**src/hdl/epr_pkg.sv**
```systemverilog
package epr_pkg;

  // ***************************************************************
  // parameter addresses on the fieldbus access port
  // ***************************************************************
  localparam logic [15:0] ADDR_RANGE_SHIFT   = 16'h0542;
  localparam logic [15:0] ADDR_RETENTION     = 16'h0546;
  localparam logic [15:0] ADDR_CAPTURE_CTRL  = 16'h19A0;
  localparam logic [15:0] ADDR_CAPTURE_STAT  = 16'h19A2;

  // ***************************************************************
  // field layout and values
  // ***************************************************************
  localparam int unsigned TURN_W  = 12;   // multiturn span of 4096 revs
  localparam int unsigned ANGLE_W = 16;   // singleturn resolution
  localparam int unsigned DATA_W  = 16;
  localparam int unsigned CAP_ONE_BIT = 0;
  localparam int unsigned CAP_TWO_BIT = 1;
  localparam int unsigned ENABLE_BIT  = 0;

  // half of the multiturn span, used when shifting is on
  localparam logic [TURN_W-1:0]  TURN_HALF    = 12'h800;
  localparam logic [TURN_W-1:0]  TURN_ONE     = 12'h001;
  localparam logic [TURN_W-1:0]  TURN_ZERO    = 12'h000;
  // a quarter revolution in angle counts
  localparam logic [ANGLE_W-1:0] ANGLE_QUARTER = 16'h4000;
  localparam logic [1:0] QUAD_LOW  = 2'b00;
  localparam logic [1:0] QUAD_HIGH = 2'b11;
  localparam logic [DATA_W-1:0]  DATA_ZERO    = 16'h0000;

  // ***************************************************************
  // types
  // ***************************************************************
  typedef struct packed {
    logic [TURN_W-1:0]  turns;
    logic [ANGLE_W-1:0] angle;
  } epr_pos_s;

  localparam epr_pos_s POS_ZERO = '{turns: 12'h000, angle: 16'h0000};

  typedef struct packed {
    logic              wr;
    logic              rd;
    logic [15:0]       addr;
    logic [DATA_W-1:0] data;
  } epr_req_s;

  // record kept in non-volatile storage across a power cycle
  typedef struct packed {
    logic     rangeShift;
    logic     retention;
    logic     savedValid;
    epr_pos_s pos;
  } epr_nv_s;

  typedef enum logic [2:0] {
    ST_BOOT = 3'b001,
    ST_RUN  = 3'b010,
    ST_HALT = 3'b100
  } epr_state_e;

endpackage

```
**src/hdl/epr_capture_unit.sv**
```systemverilog
`timescale 1ns/1ps
`default_nettype none

module epr_capture_unit (
  input  wire logic              sys_clk,
  input  wire logic              sys_rst,
  input  wire logic              armSet,
  input  wire logic              armClr,
  input  wire logic              trigIn,
  input  wire epr_pkg::epr_pos_s posIn,
  output logic                   armed,
  output logic                   done,
  output epr_pkg::epr_pos_s      capPos
);
  import epr_pkg::*;

  logic     trigPrev_q;
  logic     armed_q;
  logic     done_q;
  epr_pos_s capPos_q;
  logic     fire;

  // active event is a rising edge of the capture input
  assign fire = armed_q & trigIn & ~trigPrev_q;

  // edge detector history
  always_ff @(posedge sys_clk or posedge sys_rst) begin
    if (sys_rst) begin
      trigPrev_q <= 1'b0;
    end else begin
      trigPrev_q <= trigIn;
    end
  end

  // arm state: cancel acts at once, a capture disarms the unit
  always_ff @(posedge sys_clk or posedge sys_rst) begin
    if (sys_rst) begin
      armed_q <= 1'b0;
    end else if (armClr) begin
      armed_q <= 1'b0;
    end else if (armSet) begin
      armed_q <= 1'b1;
    end else if (fire) begin
      armed_q <= 1'b0;
    end
  end

  // done flag: a capture wins over the re-arm that clears it
  always_ff @(posedge sys_clk or posedge sys_rst) begin
    if (sys_rst) begin
      done_q <= 1'b0;
    end else if (fire) begin
      done_q <= 1'b1;
    end else if (armSet) begin
      done_q <= 1'b0;
    end
  end

  // latched position, held until the next capture
  always_ff @(posedge sys_clk or posedge sys_rst) begin
    if (sys_rst) begin
      capPos_q <= POS_ZERO;
    end else if (fire) begin
      capPos_q <= posIn;
    end
  end

  assign armed  = armed_q;
  assign done   = done_q;
  assign capPos = capPos_q;

endmodule // epr_capture_unit

`default_nettype wire

```
**src/hdl/epr_turn_track.sv**
```systemverilog
`timescale 1ns/1ps
`default_nettype none

module epr_turn_track (
  input  wire logic                            sys_clk,
  input  wire logic                            sys_rst,
  input  wire logic                            load,
  input  wire logic [epr_pkg::TURN_W-1:0]      loadTurns,
  input  wire logic [epr_pkg::ANGLE_W-1:0]     angle,
  output logic [epr_pkg::TURN_W-1:0]           turns
);
  import epr_pkg::*;

  logic [1:0]        quadPrev_q;
  logic [TURN_W-1:0] turns_q;
  logic [1:0]        quadNow;

  // wrap is seen from the top two angle bits; motion per sample must
  // stay under a quarter turn or a wrap is miscounted
  assign quadNow = angle[ANGLE_W-1 -: 2];

  always_ff @(posedge sys_clk or posedge sys_rst) begin
    if (sys_rst) begin
      quadPrev_q <= QUAD_LOW;
    end else begin
      quadPrev_q <= quadNow;
    end
  end

  // turn counter for singleturn encoders
  always_ff @(posedge sys_clk or posedge sys_rst) begin
    if (sys_rst) begin
      turns_q <= TURN_ZERO;
    end else if (load) begin
      turns_q <= loadTurns;
    end else if (quadPrev_q == QUAD_HIGH && quadNow == QUAD_LOW) begin
      turns_q <= turns_q + TURN_ONE;
    end else if (quadPrev_q == QUAD_LOW && quadNow == QUAD_HIGH) begin
      turns_q <= turns_q - TURN_ONE;
    end
  end

  assign turns = turns_q;

endmodule // epr_turn_track

`default_nettype wire

```
**src/hdl/epr_position_top.sv**
```systemverilog
`timescale 1ns/1ps
`default_nettype none

module epr_position_top (
  input  wire logic                        sys_clk,
  input  wire logic                        sys_rst,
  // fieldbus parameter access
  input  wire epr_pkg::epr_req_s           paramReq,
  output logic                             paramAck,
  output logic                             paramErr,
  output logic [epr_pkg::DATA_W-1:0]       paramRdData,
  // encoder
  input  wire logic                        encMultiturn,
  input  wire logic [epr_pkg::TURN_W-1:0]  encTurns,
  input  wire logic [epr_pkg::ANGLE_W-1:0] encAngle,
  // capture inputs
  input  wire logic                        captureInputOne,
  input  wire logic                        captureInputTwo,
  // non-volatile record across power cycles
  input  wire epr_pkg::epr_nv_s            nvRestore,
  input  wire logic                        shutdownReq,
  output logic                             nvSaveStrobe,
  output epr_pkg::epr_nv_s                 nvSave,
  // position results
  output epr_pkg::epr_pos_s                posOut,
  output logic                             posSigned,
  output logic                             restoreFail,
  output epr_pkg::epr_pos_s                capPosOne,
  output epr_pkg::epr_pos_s                capPosTwo,
  output logic                             ready
);
  import epr_pkg::*;

  // ***************************************************************
  // declarations
  // ***************************************************************
  epr_state_e        state_q;
  epr_state_e        state_d;
  logic              rangeShiftReg_q;
  logic              rangeShiftAct_q;
  logic              retention_q;
  logic              restoreFail_q;
  epr_pos_s          posOut_q;
  logic              ack_q;
  logic              err_q;
  logic [DATA_W-1:0] rdData_q;
  logic              saveStrobe_q;
  epr_nv_s           save_q;

  logic              booting;
  logic              wrHit;
  logic              ctrlWr;
  logic              armSetOne;
  logic              armSetTwo;
  logic              armClrOne;
  logic              armClrTwo;
  logic              armedOne;
  logic              armedTwo;
  logic              doneOne;
  logic              doneTwo;
  logic [TURN_W-1:0] trackTurns;
  logic [TURN_W-1:0] turnsNow;
  logic [TURN_W-1:0] restoreTurns;
  logic [TURN_W-1:0] reportTurns;
  logic [ANGLE_W-1:0] angleDiff;
  logic [ANGLE_W-1:0] angleDist;
  logic              restoreOk;
  logic              restoreWanted;
  logic [1:0]        quadSaved;
  logic [1:0]        quadNow;
  logic              addrKnown;
  epr_pos_s          mechPos;

  assign booting = (state_q == ST_BOOT);

  // ***************************************************************
  // power sequence: boot, run, halted after shutdown
  // ***************************************************************
  // boot lasts one cycle so the persistent record is read once only
  always_comb begin
    state_d = state_q;
    unique case (state_q)
      ST_BOOT: state_d = ST_RUN;
      ST_RUN:  state_d = shutdownReq ? ST_HALT : ST_RUN;
      ST_HALT: state_d = ST_HALT;
      default: state_d = ST_BOOT;
    endcase
  end

  always_ff @(posedge sys_clk or posedge sys_rst) begin
    if (sys_rst) begin
      state_q <= ST_BOOT;
    end else begin
      state_q <= state_d;
    end
  end

  // ***************************************************************
  // restore check at power-up
  // ***************************************************************
  // distance between saved and present angle, folded to one side
  assign angleDiff = encAngle - nvRestore.pos.angle;
  assign angleDist = angleDiff[ANGLE_W-1] ? (~angleDiff + 16'h0001)
                                          : angleDiff;
  assign restoreWanted = nvRestore.retention & nvRestore.savedValid;
  assign restoreOk = restoreWanted &
                     (encMultiturn | (angleDist <= ANGLE_QUARTER));

  // saved turn count, corrected when the shaft crossed the zero angle
  assign quadSaved = nvRestore.pos.angle[ANGLE_W-1 -: 2];
  assign quadNow   = encAngle[ANGLE_W-1 -: 2];
  always_comb begin
    restoreTurns = nvRestore.pos.turns;
    if (quadSaved == QUAD_HIGH && quadNow == QUAD_LOW) begin
      restoreTurns = nvRestore.pos.turns + TURN_ONE;
    end else if (quadSaved == QUAD_LOW && quadNow == QUAD_HIGH) begin
      restoreTurns = nvRestore.pos.turns - TURN_ONE;
    end
  end

  // a singleturn encoder gets its turn count from the tracker
  epr_turn_track u_track (
    .sys_clk   (sys_clk),
    .sys_rst   (sys_rst),
    .load      (booting),
    .loadTurns (restoreOk ? restoreTurns : TURN_ZERO),
    .angle     (encAngle),
    .turns     (trackTurns)
  );

  assign turnsNow = encMultiturn ? encTurns : trackTurns;
  assign mechPos  = '{turns: turnsNow, angle: encAngle};

  // failed restore is shown until the next power-up
  always_ff @(posedge sys_clk or posedge sys_rst) begin
    if (sys_rst) begin
      restoreFail_q <= 1'b0;
    end else if (booting) begin
      restoreFail_q <= restoreWanted & ~restoreOk;
    end
  end

  // ***************************************************************
  // range shifting
  // ***************************************************************
  // active setting is fixed at boot; writes only touch the stored copy
  always_ff @(posedge sys_clk or posedge sys_rst) begin
    if (sys_rst) begin
      rangeShiftAct_q <= 1'b0;
    end else if (booting) begin
      rangeShiftAct_q <= nvRestore.rangeShift;
    end
  end

  // half-span offset; the 12-bit field then reads as two's complement
  assign reportTurns = rangeShiftAct_q ? (turnsNow - TURN_HALF)
                                       : turnsNow;
  always_ff @(posedge sys_clk or posedge sys_rst) begin
    if (sys_rst) begin
      posOut_q <= POS_ZERO;
    end else begin
      posOut_q <= '{turns: reportTurns, angle: encAngle};
    end
  end

  // ***************************************************************
  // parameter registers
  // ***************************************************************
  assign wrHit  = paramReq.wr & ~booting;
  assign ctrlWr = wrHit & (paramReq.addr == ADDR_CAPTURE_CTRL);

  always_ff @(posedge sys_clk or posedge sys_rst) begin
    if (sys_rst) begin
      rangeShiftReg_q <= 1'b0;
    end else if (booting) begin
      rangeShiftReg_q <= nvRestore.rangeShift;
    end else if (wrHit && paramReq.addr == ADDR_RANGE_SHIFT) begin
      rangeShiftReg_q <= paramReq.data[ENABLE_BIT];
    end
  end

  // retention setting acts at once on the next shutdown
  always_ff @(posedge sys_clk or posedge sys_rst) begin
    if (sys_rst) begin
      retention_q <= 1'b0;
    end else if (booting) begin
      retention_q <= nvRestore.retention;
    end else if (wrHit && paramReq.addr == ADDR_RETENTION) begin
      retention_q <= paramReq.data[ENABLE_BIT];
    end
  end

  // ***************************************************************
  // capture arming
  // ***************************************************************
  // only bits 0 and 1 are decoded; higher bits have no effect
  assign armSetOne = ctrlWr & paramReq.data[CAP_ONE_BIT];
  assign armClrOne = ctrlWr & ~paramReq.data[CAP_ONE_BIT];
  assign armSetTwo = ctrlWr & paramReq.data[CAP_TWO_BIT];
  assign armClrTwo = ctrlWr & ~paramReq.data[CAP_TWO_BIT];

  epr_capture_unit u_cap_one (
    .sys_clk (sys_clk),
    .sys_rst (sys_rst),
    .armSet  (armSetOne),
    .armClr  (armClrOne),
    .trigIn  (captureInputOne),
    .posIn   (posOut_q),
    .armed   (armedOne),
    .done    (doneOne),
    .capPos  (capPosOne)
  );

  epr_capture_unit u_cap_two (
    .sys_clk (sys_clk),
    .sys_rst (sys_rst),
    .armSet  (armSetTwo),
    .armClr  (armClrTwo),
    .trigIn  (captureInputTwo),
    .posIn   (posOut_q),
    .armed   (armedTwo),
    .done    (doneTwo),
    .capPos  (capPosTwo)
  );

  // ***************************************************************
  // read path and acknowledge
  // ***************************************************************
  assign addrKnown = (paramReq.addr == ADDR_RANGE_SHIFT) |
                     (paramReq.addr == ADDR_RETENTION) |
                     (paramReq.addr == ADDR_CAPTURE_CTRL) |
                     (paramReq.addr == ADDR_CAPTURE_STAT);

  // one-cycle answer; status is read-only so writes there are errors
  always_ff @(posedge sys_clk or posedge sys_rst) begin
    if (sys_rst) begin
      ack_q    <= 1'b0;
      err_q    <= 1'b0;
      rdData_q <= DATA_ZERO;
    end else begin
      ack_q    <= (paramReq.wr | paramReq.rd) & ~booting;
      err_q    <= (paramReq.wr | paramReq.rd) & ~booting &
                  (~addrKnown |
                   (paramReq.wr && paramReq.addr == ADDR_CAPTURE_STAT));
      rdData_q <= DATA_ZERO;
      if (paramReq.rd && !booting) begin
        unique case (paramReq.addr)
          ADDR_RANGE_SHIFT:  rdData_q[ENABLE_BIT] <= rangeShiftReg_q;
          ADDR_RETENTION:    rdData_q[ENABLE_BIT] <= retention_q;
          ADDR_CAPTURE_CTRL: begin
            rdData_q[CAP_ONE_BIT] <= armedOne;
            rdData_q[CAP_TWO_BIT] <= armedTwo;
          end
          ADDR_CAPTURE_STAT: begin
            rdData_q[CAP_ONE_BIT] <= doneOne;
            rdData_q[CAP_TWO_BIT] <= doneTwo;
          end
          default: rdData_q <= DATA_ZERO;
        endcase
      end
    end
  end

  // ***************************************************************
  // shutdown save
  // ***************************************************************
  // caller must only shut down at standstill, so one sample suffices
  always_ff @(posedge sys_clk or posedge sys_rst) begin
    if (sys_rst) begin
      saveStrobe_q <= 1'b0;
      save_q       <= '0;
    end else begin
      saveStrobe_q <= 1'b0;
      if (state_q == ST_RUN && shutdownReq) begin
        saveStrobe_q      <= 1'b1;
        save_q.rangeShift <= rangeShiftReg_q;
        save_q.retention  <= retention_q;
        save_q.savedValid <= retention_q;
        save_q.pos        <= retention_q ? mechPos : POS_ZERO;
      end
    end
  end

  // ***************************************************************
  // outputs
  // ***************************************************************
  assign paramAck     = ack_q;
  assign paramErr     = err_q;
  assign paramRdData  = rdData_q;
  assign nvSaveStrobe = saveStrobe_q;
  assign nvSave       = save_q;
  assign posOut       = posOut_q;
  assign posSigned    = rangeShiftAct_q;
  assign restoreFail  = restoreFail_q;
  assign ready        = (state_q == ST_RUN);

endmodule // epr_position_top

`default_nettype wire

```
**config.mk**
```make
export PLATFORM = sky130hd
export DESIGN_NAME = epr_position_top
export DESIGN_NICKNAME = d
export VERILOG_FILES = /design/src/hdl/epr_pkg.sv /design/src/hdl/epr_capture_unit.sv /design/src/hdl/epr_turn_track.sv /design/src/hdl/epr_position_top.sv
export SDC_FILE = /design/constraint.sdc
export NUM_CORES = 1
export LEC_CHECK = 0
export BUFFER_PORTS_ARGS = -buffer_cell sky130_fd_sc_hd__buf_2
export CELL_PAD_IN_SITES_DETAIL_PLACEMENT = 1
export CELL_PAD_IN_SITES_GLOBAL_PLACEMENT = 1
export CORE_MARGIN = 10
export CORE_UTILIZATION = 40
export CTS_CLUSTER_DIAMETER = 60
export DETAILED_ROUTE_END_ITERATION = 8
export GPL_TIMING_DRIVEN = 0
export PLACE_DENSITY_LB_ADDON = 0.15
export SYNTH_ARGS = -nofsm -noshare
export SYNTH_HDL_FRONTEND = slang
export SYNTH_HIERARCHICAL = 1
export SYNTH_SLANG_ARGS = --single-unit
```
**constraint.sdc**
```tcl
create_clock -name sys_clk -period 2.5 [get_ports sys_clk]
set_input_delay 0.125 -clock sys_clk [delete_from_list [all_inputs] [get_ports sys_clk]]
set_output_delay 0.125 -clock sys_clk [all_outputs]
set_load 0.02 [all_outputs]
```
Word level (Yosys, flattened, before mapping)
Cells that the tools add are included. W data, S select, Z words.

Input port bits: 99. Logic and storage cells: 124. Output and inout bits: 137. Register bits after elaboration: 160.

$add $sub $neg: 7. Reduce and logical (&&, ||, !) cells: 20. Eq/ne operators: 10. Bitwise gates (word level): 29. Mux-type cells: 30. $lt $le $gt $ge: 1.

Operators by type and width (count): $mux W12 (8); $eq A16 B11 Y1 const B (2); $eq A16 B13 Y1 const B (2); $mux W28 (1); $add A12 B1 Y12 const B (2); $sub A12 B1 Y12 const B (2); $add A16 B1 Y16 const B (1); $le A16 B15 Y1 const B (1); $mux W16 (1); $not A16 Y16 (1); $sub A16 B16 Y16 (1); $and A1 B1 Y1 (15); $mux W1 (15); $sub A12 B12 Y12 const B (1); $logic_and A1 B1 Y1 (9); $pmux W3 S3 (1); $reduce_bool A3 Y1 (3); $reduce_bool A2 Y1 (4); $not A1 Y1 (7); $eq A2 B2 Y1 const B (3); $logic_not A2 Y1 (3); $or A1 B1 Y1 (6); $pmux W1 S4 (1); $eq A3 B1 Y1 const B (1); 6 further kinds (6).

Longest topological paths before layout
Gate-level depths: netlist of the first run.

Depth in word-level cells: 9. Mapped depth: 18. Mapped depth without buffers: 16.

Cells and area by module
The synthesis of the first run kept the hierarchy.

Modules (own cells, without submodules): epr_position_top (sequential area each 1752.9 µm², times used 1, area an instance 4674.5 µm², cells each 525); epr_capture_unit (sequential area each 775.7 µm², times used 2, area an instance 1199.9 µm², cells each 69); epr_turn_track (sequential area each 350.3 µm², times used 1, area an instance 1089.8 µm², cells each 126).

Worst setup path before layout of the first run
Ideal clock, no wire load.

Kind: in2reg. From: input port encAngle[0] in the netlist's numbering. To: register u_track.turns_q[5], in the netlist u_track/turns[5]. Stages: 17. Path buffers: 1. Library setup time: 119 ps. Data arrival time: 3261 ps. Slack: -880 ps. Required time: 2381 ps. Cells stage by stage: inv_1 ha_1 fa_1 nand2b_1 a21oi_1 xnor2_2 a2111oi_4 nand4_2 nor4_2 nor2_1 a2111o_1 a31oi_4 buf_6 nor3_2 a21oi_1 o21ai_0 o21a_1.

Cells in the longest elaborated chain, start to end: 9.

RTL lines: start: declaration (line epr_position_top.sv:15) `input wire logic [epr_pkg::ANGLE_W-1:0] encAngle,`; $sub A16 B16 Y16 * (line epr_position_top.sv:102) `assign angleDiff = encAngle - nvRestore.pos.angle;`; $not A16 Y16 (line epr_position_top.sv:103) `assign angleDist = angleDiff[ANGLE_W-1] ? (~angleDiff + 16'h0001)`; $add A16 B1 Y16 (line epr_position_top.sv:103); $mux W16 * (line epr_position_top.sv:103); $le A16 B15 Y1 * (line epr_position_top.sv:107) `(encMultiturn | (angleDist <= ANGLE_QUARTER));`; $or A1 B1 Y1 * (line epr_position_top.sv:107); $and A1 B1 Y1 * (line epr_position_top.sv:106) `assign restoreOk = restoreWanted &`; $mux W12 * (line epr_position_top.sv:126) `.loadTurns (restoreOk ? restoreTurns : TURN_ZERO),`; $mux W12 * (line epr_turn_track.sv:34) `end else if (load) begin`; end signal: assignment (line epr_turn_track.sv:35) `turns_q <= loadTurns;`; end signal: assignment (line epr_turn_track.sv:37) `turns_q <= turns_q + TURN_ONE;`; end signal: assignment (line epr_turn_track.sv:39) `turns_q <= turns_q - TURN_ONE;`; end: declaration (line epr_turn_track.sv:15) `logic [TURN_W-1:0] turns_q;`.

Every way passes the cells marked *; elsewhere a longest branch is shown, timed or not. A chain may end at the register's enable or synchronous reset.

Final worst setup path of the first run
From: input port nvRestore[1] in the netlist's numbering. To: register u_track.turns_q[8], in the netlist u_track/turns[8].

Cells in the longest elaborated chain, start to end: 9.

RTL lines: start: declaration (line epr_position_top.sv:20) `input wire epr_pkg::epr_nv_s nvRestore,`; $sub A16 B16 Y16 * (line epr_position_top.sv:102); $not A16 Y16 (line epr_position_top.sv:103); $add A16 B1 Y16 (line epr_position_top.sv:103); $mux W16 * (line epr_position_top.sv:103); $le A16 B15 Y1 * (line epr_position_top.sv:107); $or A1 B1 Y1 * (line epr_position_top.sv:107); $and A1 B1 Y1 * (line epr_position_top.sv:106); $mux W12 * (line epr_position_top.sv:126); $mux W12 * (line epr_turn_track.sv:34).

Marks and branches as above.

==> results of run 1 <==
[cell families (layout without fill, tap and decap cells)]
logic type,Yosys count,after routing,share of synthesized area
multiplexers,77,77,0.113
adder cells (fa/ha/maj),30,30,0.0478
flip-flops,146,146,0.448
other,1,15,0.000459
XOR/XNOR,31,31,0.0342
AND/OR/NAND/NOR,247,247,0.158
AO/OA/AOI/OAI,175,175,0.148
buffers and inverters,82,379,0.0501
[flip-flops by register name (all words and copies together), names as in the netlist]
name	count
nvSaveStrobe	1
rangeShiftReg_q	1
u_cap_two/done	1
restoreFail	1
paramAck	1
u_cap_one/capPos	28
posSigned	1
paramRdData	2
retention_q	1
paramErr	1
u_cap_two/trigPrev_q	1
posOut	28
u_cap_two/capPos	28
u_cap_one/done	1
state_q	3
u_cap_two/armed	1
u_cap_one/trigPrev_q	1
nvSave	30
u_cap_one/armed	1
u_track/quadPrev_q	2
u_track/turns	12
[how the worst max path moves through the flow]
| stage | from | to | cells past startpoint |
|---|---|---|---|
| 4_1_cts | nvRestore[1] | u_track/turns[8]$_DFFE_PP0P_ | 18 |
| 5_1_grt | nvRestore[1] | u_track/turns[9]$_DFFE_PP0P_ | 17 |
| 6_report | nvRestore[1] | u_track/turns[8]$_DFFE_PP0P_ | 18 |
| 2_1_floorplan | encAngle[1] | u_track/turns[5]$_DFFE_PP0P_ | 15 |
| 3_5_place_dp | encAngle[0] | u_track/turns[5]$_DFFE_PP0P_ | 18 |
| 3_3_place_gp | encAngle[0] | u_track/turns[5]$_DFFE_PP0P_ | 18 |
[stage by stage]
step | std cells | total power [mW] | instance area (um^2)
2_1_floorplan | 802 | 5.55 | 8260
4_1_cts | 1364 | 9.70 | 11000
5_1_grt | 1370 | 10.3 | 11100
3_3_place_gp | 1278 | 6.68 | 9630
3_5_place_dp | 1278 | 6.79 | 9630
6_report | 1370 | 9.77 | 11100
[power groups by stage]
stage          clock, mW  sequential [mW]  combinational, mW
2_1_floorplan          0             3.54               2.01
3_3_place_gp           0             3.22               3.47
3_5_place_dp           0             3.24               3.55
4_1_cts             2.72             3.20               3.78
5_1_grt             2.84             3.27               4.22
6_report            2.69             3.22               3.86
[layout make-up]
class                           instances  area (um^2)
Sequential cell                       146         3650
Clock inverter                         13          174
Buffer                                 40          258
Multi-Input combinational cell        574         4460
Timing Repair Buffer                  269         1640
Tap cell                              270          338
Clock buffer                           19          453
Inverter                               38          150
Antenna cell                            1         2.50
Fill cell                            2326         9030
[metal layers]
layer | up-vias | global-route usage | routed length (um)
met1 | 3592 | 0.253 | 12100
met5 | - | 0 | 0
met2 | 210 | 0.356 | 13900
li1 | 3398 | - | -
met4 | 0 | 0.0857 | 1050
met3 | 53 | 0.0488 | 1360
[critical path: stages]
cell and delay [ns]:
buf_8 0.10, inv_4 0.05, ha_4 0.20, nor2b_4 0.13
o2111a_2 0.27, or3_4 0.38, a2111oi_4 0.46, nand3_1 0.14
a211o_1 0.29, a211oi_2 0.21, o211a_1 0.22, a31oi_4 0.11
buf_6 0.16, buf_6 0.13, buf_6 0.11, nor3_4 0.13
o22ai_1 0.11, nor2_1 0.11
[repair_timing]
action	CTS	global route
cloned	0	0
setup buffers	21	5
pin swaps	43	9
hold endpoints to repair	122	1
endpoints found under the setup margin	13	13
resized for setup	58	17
hold buffers	36	1
[layout by cell type, fill, tap and decap left out, types with 17 or more instances in the layout]
cell type	netlist	layout
o21ai_0	62	48
clkbuf_16	0	17
nand2_1	93	93
nor2_1	42	41
mux2_4	18	18
inv_1	37	32
a21oi_1	24	17
buf_4	15	37
nor3_1	25	23
o21ai_1	4	17
ha_1	28	19
dfrtp_1	145	145
buf_2	6	207
mux2_2	52	52
dlygate4sd3_1	0	37
==> impl_metrics.ini, run 1 <==
[run_status]
outcome = finished, violations left
failed_checks = setup timing

[min_path]
hold_end = paramAck$_DFF_PP0_
hold_depth = 3
min_path_type = input port to flip-flop
hp-start = paramReq[33]

[synthesis]
ys_types = 85
synthFlopType = dfrtp_1
synth.area.top_cells = dfrtp_1, mux2_2, ha_1, nand2_1, o21ai_0
yosys.cell_count.top_type = dfrtp_1
syn_avg_cell_area_um2 = 10.3
syn-cell-area_um2 = 8160
synth_top_cell_by_area = dfrtp_1
postSynthCellCount = 789
synth_top_area_share = 0.444
async_reset_ff_frac = 1.00
yosysWarnings = 6
synth_common_cells = dfrtp_1, nand2_1, o21ai_0
synth-seq-area-share = 0.448
ys_ff_latch = 146
synth_enable_flop_cells = 0

[sta]
fin_tns_setup_ns = -6.75
hold_ws_ns = 0.0159
min_period_over_period = 1.23
finalSetupViolCount = 13
fin_crit_ns = 3.09
worst_pin_slew_ns = 1.26
rsz0062_at_grt = yes
maxSlewViolCount = 0
setup_slack_ns = -0.586
finClkSkew_ns = 0.00608
fmax_mhz = 324
maxSlewHeadroom = 0.151
hold_violations = 0

[placed_design]
io_buffers = 206
dp_slack_ns = -1.50
dp_hpwl_mm = 21.0
gp_congestion = 0.862

[power_and_ir_drop]
pwr-share-clk = 0.275
max-vdd-ir-drop_mv = 0.388
pwr-share-comb = 0.396
seqPwrFrac = 0.329
power_density_nw_per_um2 = 877
internal-power_mw = 5.90
switchingPower_mw = 3.87
sw_frac_of_total = 0.396
p_leak_nw = 5.55

[cts]
cts_made_buffers = 17
clk-insertion-delay-late_ns = 0.42
cts_sinks = 146
cts_tree = built
path_clk_slew_ns = 0.06
cts.htree.levels = 4
cts_buffer_depth = 2
cts_root_buffer = clkbuf_16

[critical_path]
crit_required_ns = 2.86
reg2reg_from = u_track/quadPrev_q[0]$_DFF_PP0_
start_kind = input port
reg2reg_slack_ns = -0.08
worstPathArrival_ns = 3.44
worstSetupPathType = input port to flip-flop
crit_path_max_fanout = 6
cp-end-kind = flip-flop
r2r-end = u_track/turns[8]$_DFFE_PP0P_
r2r_cells = 9

[die]
die_h_um = 163
core_um2 = 20200
std_cell_rows = 52
die_area_um2 = 26500
initial_core_util = 0.405
die_w_um = 163
ios = 236

[route]
wl_per_cell_um = 20.8
wl_mm = 28.5
drc_errors = 0
drtPass1Iterations = 6
vias_per_cell = 5.29
drtIter0Drc = 277
ant_nets = 0
via_count = 7253

[layout]
nets = 1215
drive_gt1_frac = 0.401
syn2layout_area_growth_pct = 36.4
final_util = 0.552

[global_routing]
grt-ovfl-total = 0
antenna_found_initial = 1
grt_pass1_wl_mm = 44.1
grt_pass1_vias = 7741
grtUsageTotal = 0.211
grt_max_degree = 71

[job]
maxCapViolCount = 0
(Power assumes the default switching activity.)
==> inputs of run 2 (changes only) <==
--- a/config.mk
+++ b/config.mk
@@ -8,6 +8,7 @@
 export BUFFER_PORTS_ARGS = -buffer_cell sky130_fd_sc_hd__buf_2
 export CELL_PAD_IN_SITES_DETAIL_PLACEMENT = 1
 export CELL_PAD_IN_SITES_GLOBAL_PLACEMENT = 1
+export CORE_ASPECT_RATIO = 0.8
 export CORE_MARGIN = 10
 export CORE_UTILIZATION = 40
 export CTS_CLUSTER_DIAMETER = 60
==> run 2 against run 1 <==
Compared with the run above: the flow still finishes with violations (setup timing); sequential share of layout area down 0.37 points; count of clock-buffer cells in the layout grew 1; maximum frequency increased by 1.4%; cell area increased by 1.1%; die area rose by 0.13%; non-clock buffer count grew 6; cell count barely moved; worst setup slack improved by 0.042 ns; register-to-register slack worse by 0.08 ns; largest power group unchanged; highest routed layer unchanged.
==> impl_metrics.ini, run 2 (synthesized netlist as in run 1, its figures left out) <==
[run_status]
outcome = finished, violations left
failed_checks = setup timing

[die]
die_area_um2 = 26600
die_w_um = 180
die_h_um = 148
std_cell_rows = 46
core_um2 = 19900
ios = 236
initial_core_util = 0.410

[placed_design]
dp.cells = 1272
place_area_um2 = 9620
dp_hpwl_mm = 21.6
io_buffers = 206
gp_congestion = 0.853
dp_slack_ns = -1.37

[sta]
maxSlewViolCount = 0
setup_slack_ns = -0.544
worst_pin_slew_ns = 1.27
hold_ws_ns = 0.00206
maxSlewHeadroom = 0.148
fin_crit_ns = 3.04
fin_tns_setup_ns = -6.03
rsz0062_at_grt = yes
min_period_over_period = 1.22
finalSetupViolCount = 13
fmax_mhz = 329
hold_violations = 0
finClkSkew_ns = 0.0102

[layout]
largest_reg_flops = 30
multiInputGateArea_um2 = 4490
nets = 1221
syn2layout_area_growth_pct = 37.9
layout_common_cells = buf_2, dfrtp_1, nand2_1, mux2_2, o21ai_0
layout_commonest_cell = buf_2
stdcell_count = 1371
drive_gt1_frac = 0.410
register_area_um2 = 3650
post-route-cell-area_um2 = 11300
fillers = 2243

[route]
drtPass1Iterations = 5
ant_nets = 0
wl_per_cell_um = 21.8
vias_per_cell = 5.36
drtIter0Drc = 398
wl_mm = 29.9
drc_errors = 0
via_count = 7355

[critical_path]
crit_required_ns = 2.81
worstPathArrival_ns = 3.35
reg2reg_from = u_track/quadPrev_q[0]$_DFF_PP0_
reg2reg_slack_ns = -0.16
cp_slowest_cell = or3_4
crit_path_max_fanout = 7
r2r-end = u_track/turns[8]$_DFFE_PP0P_
start_kind = input port
cp-end-kind = flip-flop
r2r_cells = 9
critPathMaxStageDelay_ns = 0.40
crit_chain = buf_6 > inv_2 > ha_4 > buf_8 > o211ai_1 > buf_4 > a21oi_4 > or3_4 > a211oi_4 > buf_4 > nand4_4 > nor4_4 > nor2_1 > a2111o_1 > a31oi_4 > buf_8 > nor3_2 > a21oi_1 > o21ai_1 > o21a_1
worstSetupPathType = input port to flip-flop

[power_and_ir_drop]
power_density_nw_per_um2 = 880
p_leak_nw = 5.60
max-vdd-ir-drop_mv = 0.546

[cts]
cts_tree = built
cts.htree.levels = 4
clk-insertion-delay-late_ns = 0.42
cts_buffer_depth = 2
path_clk_slew_ns = 0.06
cts_root_buffer = clkbuf_16
cts_sinks = 146
cts_made_buffers = 17

[min_path]
hp-start = nvRestore[29]
hold_end = retention_q$_DFFE_PP0P_
min_path_type = input port to flip-flop
hold_depth = 3

[global_routing]
grt_pass1_vias = 7865
grtUsageTotal = 0.215
grt_max_degree = 71
antenna_found_initial = 2
grt-ovfl-total = 0
grt_pass1_wl_mm = 45.8

[job]
maxCapViolCount = 0
[run 2: changes by cell type in the layout (fill, tap and decap cells not counted), sizes merged]
cell / delta
dlygate4sd3: -6
clkbuf: +2
inv: -3
clkinv: +1
buf: +11
bufinv: +1
diode: +1
[run 2: worst max-delay path: cells and delay by family]
kind / cells / cell delay [ns]
AO/OA/AOI/OAI: 8 / 1.41
AND/OR/NAND/NOR: 5 / 0.83
buffers and inverters: 6 / 0.77
adder cells (fa/ha/maj): 1 / 0.20
[run 2: area by class of cell]
cell class                      instances  share of cell area
Antenna cell                            2            0.000444
Multi-Input combinational cell        574               0.399
Clock inverter                         12              0.0159
Tap cell                              264              0.0293
Buffer                                 40              0.0238
Timing Repair Buffer                  275               0.153
Sequential cell                       146               0.325
Clock buffer                           20              0.0406
Inverter                               38              0.0138
[run 2: worst max-delay path by stage]
stage / start / endpoint / slack, ns
after floorplan: encAngle[1] / u_track/turns[5]$_DFFE_PP0P_ / -0.76
after global routing: nvRestore[3] / u_track/turns[5]$_DFFE_PP0P_ / -0.68
after CTS: encAngle[0] / u_track/turns[5]$_DFFE_PP0P_ / -0.49
after detailed placement: encAngle[0] / u_track/turns[5]$_DFFE_PP0P_ / -1.37
final: nvRestore[5] / u_track/turns[5]$_DFFE_PP0P_ / -0.54
after global placement: encAngle[0] / u_track/turns[5]$_DFFE_PP0P_ / -1.37
[run 2: power breakdown]
group | switching [mW] | internal, mW | leakage (nW)
logic | 2.45 | 1.45 | 3.39
clock network | 1.03 | 1.73 | 0.303
registers | 0.425 | 2.84 | 1.90
total | 3.90 | 6.01 | 5.60
[run 2: what timing repair did]
action / 4_1_cts / 5_1_grt
resized for setup: 56 / 35
buffers inserted: 22 / 16
gates cloned: 1 / 0
hold buffers: 31 / 0
pin swaps: 30 / 22
endpoints found under the hold margin: 120 / 0
setup endpoints to repair: 13 / 13
[run 2: metal layers]
layer / routed length [um] / GRT usage / part of all wire
met4: 701 / 0.0685 / 0.023
met5: 0 / 0 / 0
met1: 13600 / 0.282 / 0.46
met3: 1440 / 0.0424 / 0.048
met2: 14100 / 0.349 / 0.47
[run 2: metrics by stage]
step | utilization | power, mW
floorplan | - | 5.55
global placement | 0.483 | 6.70
detailed placement | 0.483 | 6.80
CTS | 0.552 | 9.80
global route | 0.565 | 10.5
finish | 0.565 | 9.91
==> inputs of run 3 (changes only) <==
--- a/config.mk
+++ b/config.mk
@@ -15,6 +15,7 @@
 export DETAILED_ROUTE_END_ITERATION = 8
 export GPL_TIMING_DRIVEN = 0
 export PLACE_DENSITY_LB_ADDON = 0.15
+export SKIP_CTS_REPAIR_TIMING = 1
 export SYNTH_ARGS = -nofsm -noshare
 export SYNTH_HDL_FRONTEND = slang
 export SYNTH_HIERARCHICAL = 1
==> run 3 against run 2 <==
Compared with the run above: the run ends with hold timing, setup timing left; sequential share of layout area increased by 0.51 points; count of clock-buffer cells in the layout unchanged; critical endpoint unchanged; die area unchanged; cell count decreased by 1.4%; global-route usage decreased by 1.4 points; sequential power about the same; routed wire length decreased by 2.7%; total power decreased by 1.2%.
==> impl_metrics.ini, run 3 (synthesized netlist as in run 1, its figures left out) <==
[job]
maxCapViolCount = 0

[critical_path]
worstPathArrival_ns = 3.47
crit_chain = buf_2 > inv_2 > ha_4 > buf_6 > o211ai_1 > buf_4 > a21o_1 > a21boi_2 > o41ai_2 > xnor2_2 > nor4_4 > nor2_1 > a2111o_1 > a31oi_4 > buf_8 > nor3_2 > a21oi_1 > o21ai_1 > o21a_1
cp_slowest_cell = o41ai_2
critPathMaxStageDelay_ns = 0.41
worstSetupPathType = input port to flip-flop
cp-end-kind = flip-flop
start_kind = input port
crit_required_ns = 2.81
crit_path_max_fanout = 5
worst-path-buf-inv = 5
crit_family = compound AO/OA/AOI/OAI gates

[die]
die_h_um = 148
core_um2 = 19900
std_cell_rows = 46
die_area_um2 = 26600
die_w_um = 180
initial_core_util = 0.410
ios = 236

[global_routing]
grt_pass1_wl_mm = 42.8
globalRouteMet3Util = 0.0398
grt_pass1_vias = 7342
antenna_found_initial = 0
grt-ovfl-total = 0
grtUsageTotal = 0.201
grt_use_met1 = 0.275
use_met2 = 0.320
grt.busiest_layer = met2
grt_max_degree = 71

[power_and_ir_drop]
pwr-share-clk = 0.279
max-vdd-ir-drop_mv = 0.544
internal-power_mw = 5.97
power_mw = 9.79
p_leak_nw = 5.51
power_density_nw_per_um2 = 883
seqPwrFrac = 0.331
pwr-share-comb = 0.390
switchingPower_mw = 3.82
sw_frac_of_total = 0.390

[route]
vias_per_cell = 5.34
ant_nets = 0
drtPass1Iterations = 5
wl_mm = 29.1
drc_errors = 0
drtIter0Drc = 405
wl_per_cell_um = 21.5
via_count = 7223

[layout]
layout_common_cells = buf_2, dfrtp_1, nand2_1, mux2_2, o21ai_0
fillers = 2248
post-route-cell-area_um2 = 11100
largest_reg_flops = 30
layout_commonest_cell = buf_2
drive_gt1_frac = 0.407
final_util = 0.557
nets = 1204
syn2layout_area_growth_pct = 35.8
n_antenna_cell = 0

[cts]
cts.htree.levels = 4
path_clk_slew_ns = 0.06
cts_buffer_depth = 2
cts_root_buffer = clkbuf_16
cts_made_buffers = 17
cts_tree = built
cts_sinks = 146
clk-insertion-delay-late_ns = 0.41

[sta]
fin_crit_ns = 3.16
setup_slack_ns = -0.659
fmax_mhz = 317
rsz0062_at_grt = yes
worst_pin_slew_ns = 1.27
maxSlewViolCount = 0
maxSlewHeadroom = 0.147
hold_ws_ns = -0.0630
min_period_over_period = 1.26
finalSetupViolCount = 13
finClkSkew_ns = 0.00641
hold_violations = 3

[placed_design]
dp_slack_ns = -1.37
io_buffers = 206
dp_hpwl_mm = 21.6
gp_congestion = 0.853
place_area_um2 = 9620

[run_status]
outcome = finished, violations left
failed_checks = hold timing, setup timing

[min_path]
min_path_type = input port to flip-flop
[run 3: cell count changes in the layout (fill, tap and decap cells not counted), moves of 2 or more]
cell / previous run / this run
buf_4: 47 / 37
buf_8: 4 / 2
buf_2: 202 / 206
nor3_2: 9 / 12
ha_1: 20 / 18
dlygate4sd3_1: 31 / 27
buf_6: 14 / 8
nor3_4: 4 / 2
diode_2: 2 / 0
[run 3: through the flow]
stage,setup TNS (ns),std cells
after floorplan,-8.35,802
after detailed placement,-16.17,1272
after global routing,-8.79,1352
final,-7.40,1352
after global placement,-43.59,1272
after CTS,-10.74,1304
[run 3: worst paths after layout]
check | slack (ns) | depth (start not counted) | to | startpoint
worst min register to register | 0.48 | 2 | nvSave[27]$_DFFE_PP0P_ | nvSave[27]$_DFFE_PP0P_
max in group asynchronous | 1.39 | 3 | posOut[2]$_DFF_PP0_ | sys_rst
worst max-delay path | -0.66 | 19 | u_track/turns[5]$_DFFE_PP0P_ | nvRestore[3]
worst max register to register | -0.13 | 9 | u_track/turns[8]$_DFFE_PP0P_ | u_track/quadPrev_q[0]$_DFF_PP0_
worst min-delay path | -0.06 | 1 | posOut[12]$_DFF_PP0_ | encAngle[12]
min in group asynchronous | 0.27 | 3 | u_cap_two/capPos[21]$_DFFE_PP0P_ | sys_rst
[run 3: per-layer routing]
metal  vias to the layer above  wire length (um)
li1                       3386                 -
met1                      3622             13700
met2                       195             13700
met3                        20              1280
met4                         0               333
met5                         -                 0
[run 3: power groups by stage]
stage / registers (mW) / logic, mW / clock network (mW)
after CTS: 3.23 / 3.57 / 2.78
after floorplan: 3.54 / 2.01 / 0
final: 3.24 / 3.81 / 2.74
after global placement: 3.25 / 3.45 / 0
after detailed placement: 3.26 / 3.54 / 0
after global routing: 3.31 / 4.17 / 2.88
[run 3: area by class of cell]
class	count	area (um^2)	area share
plain buffers	41	272	0.0245
clock buffers	20	457	0.0412
clock inverters	12	179	0.0161
inverters	38	150	0.0135
multi-input cells	574	4490	0.405
flip-flops and latches	146	3650	0.330
well taps	264	330	0.0298
repair buffers	257	1550	0.140
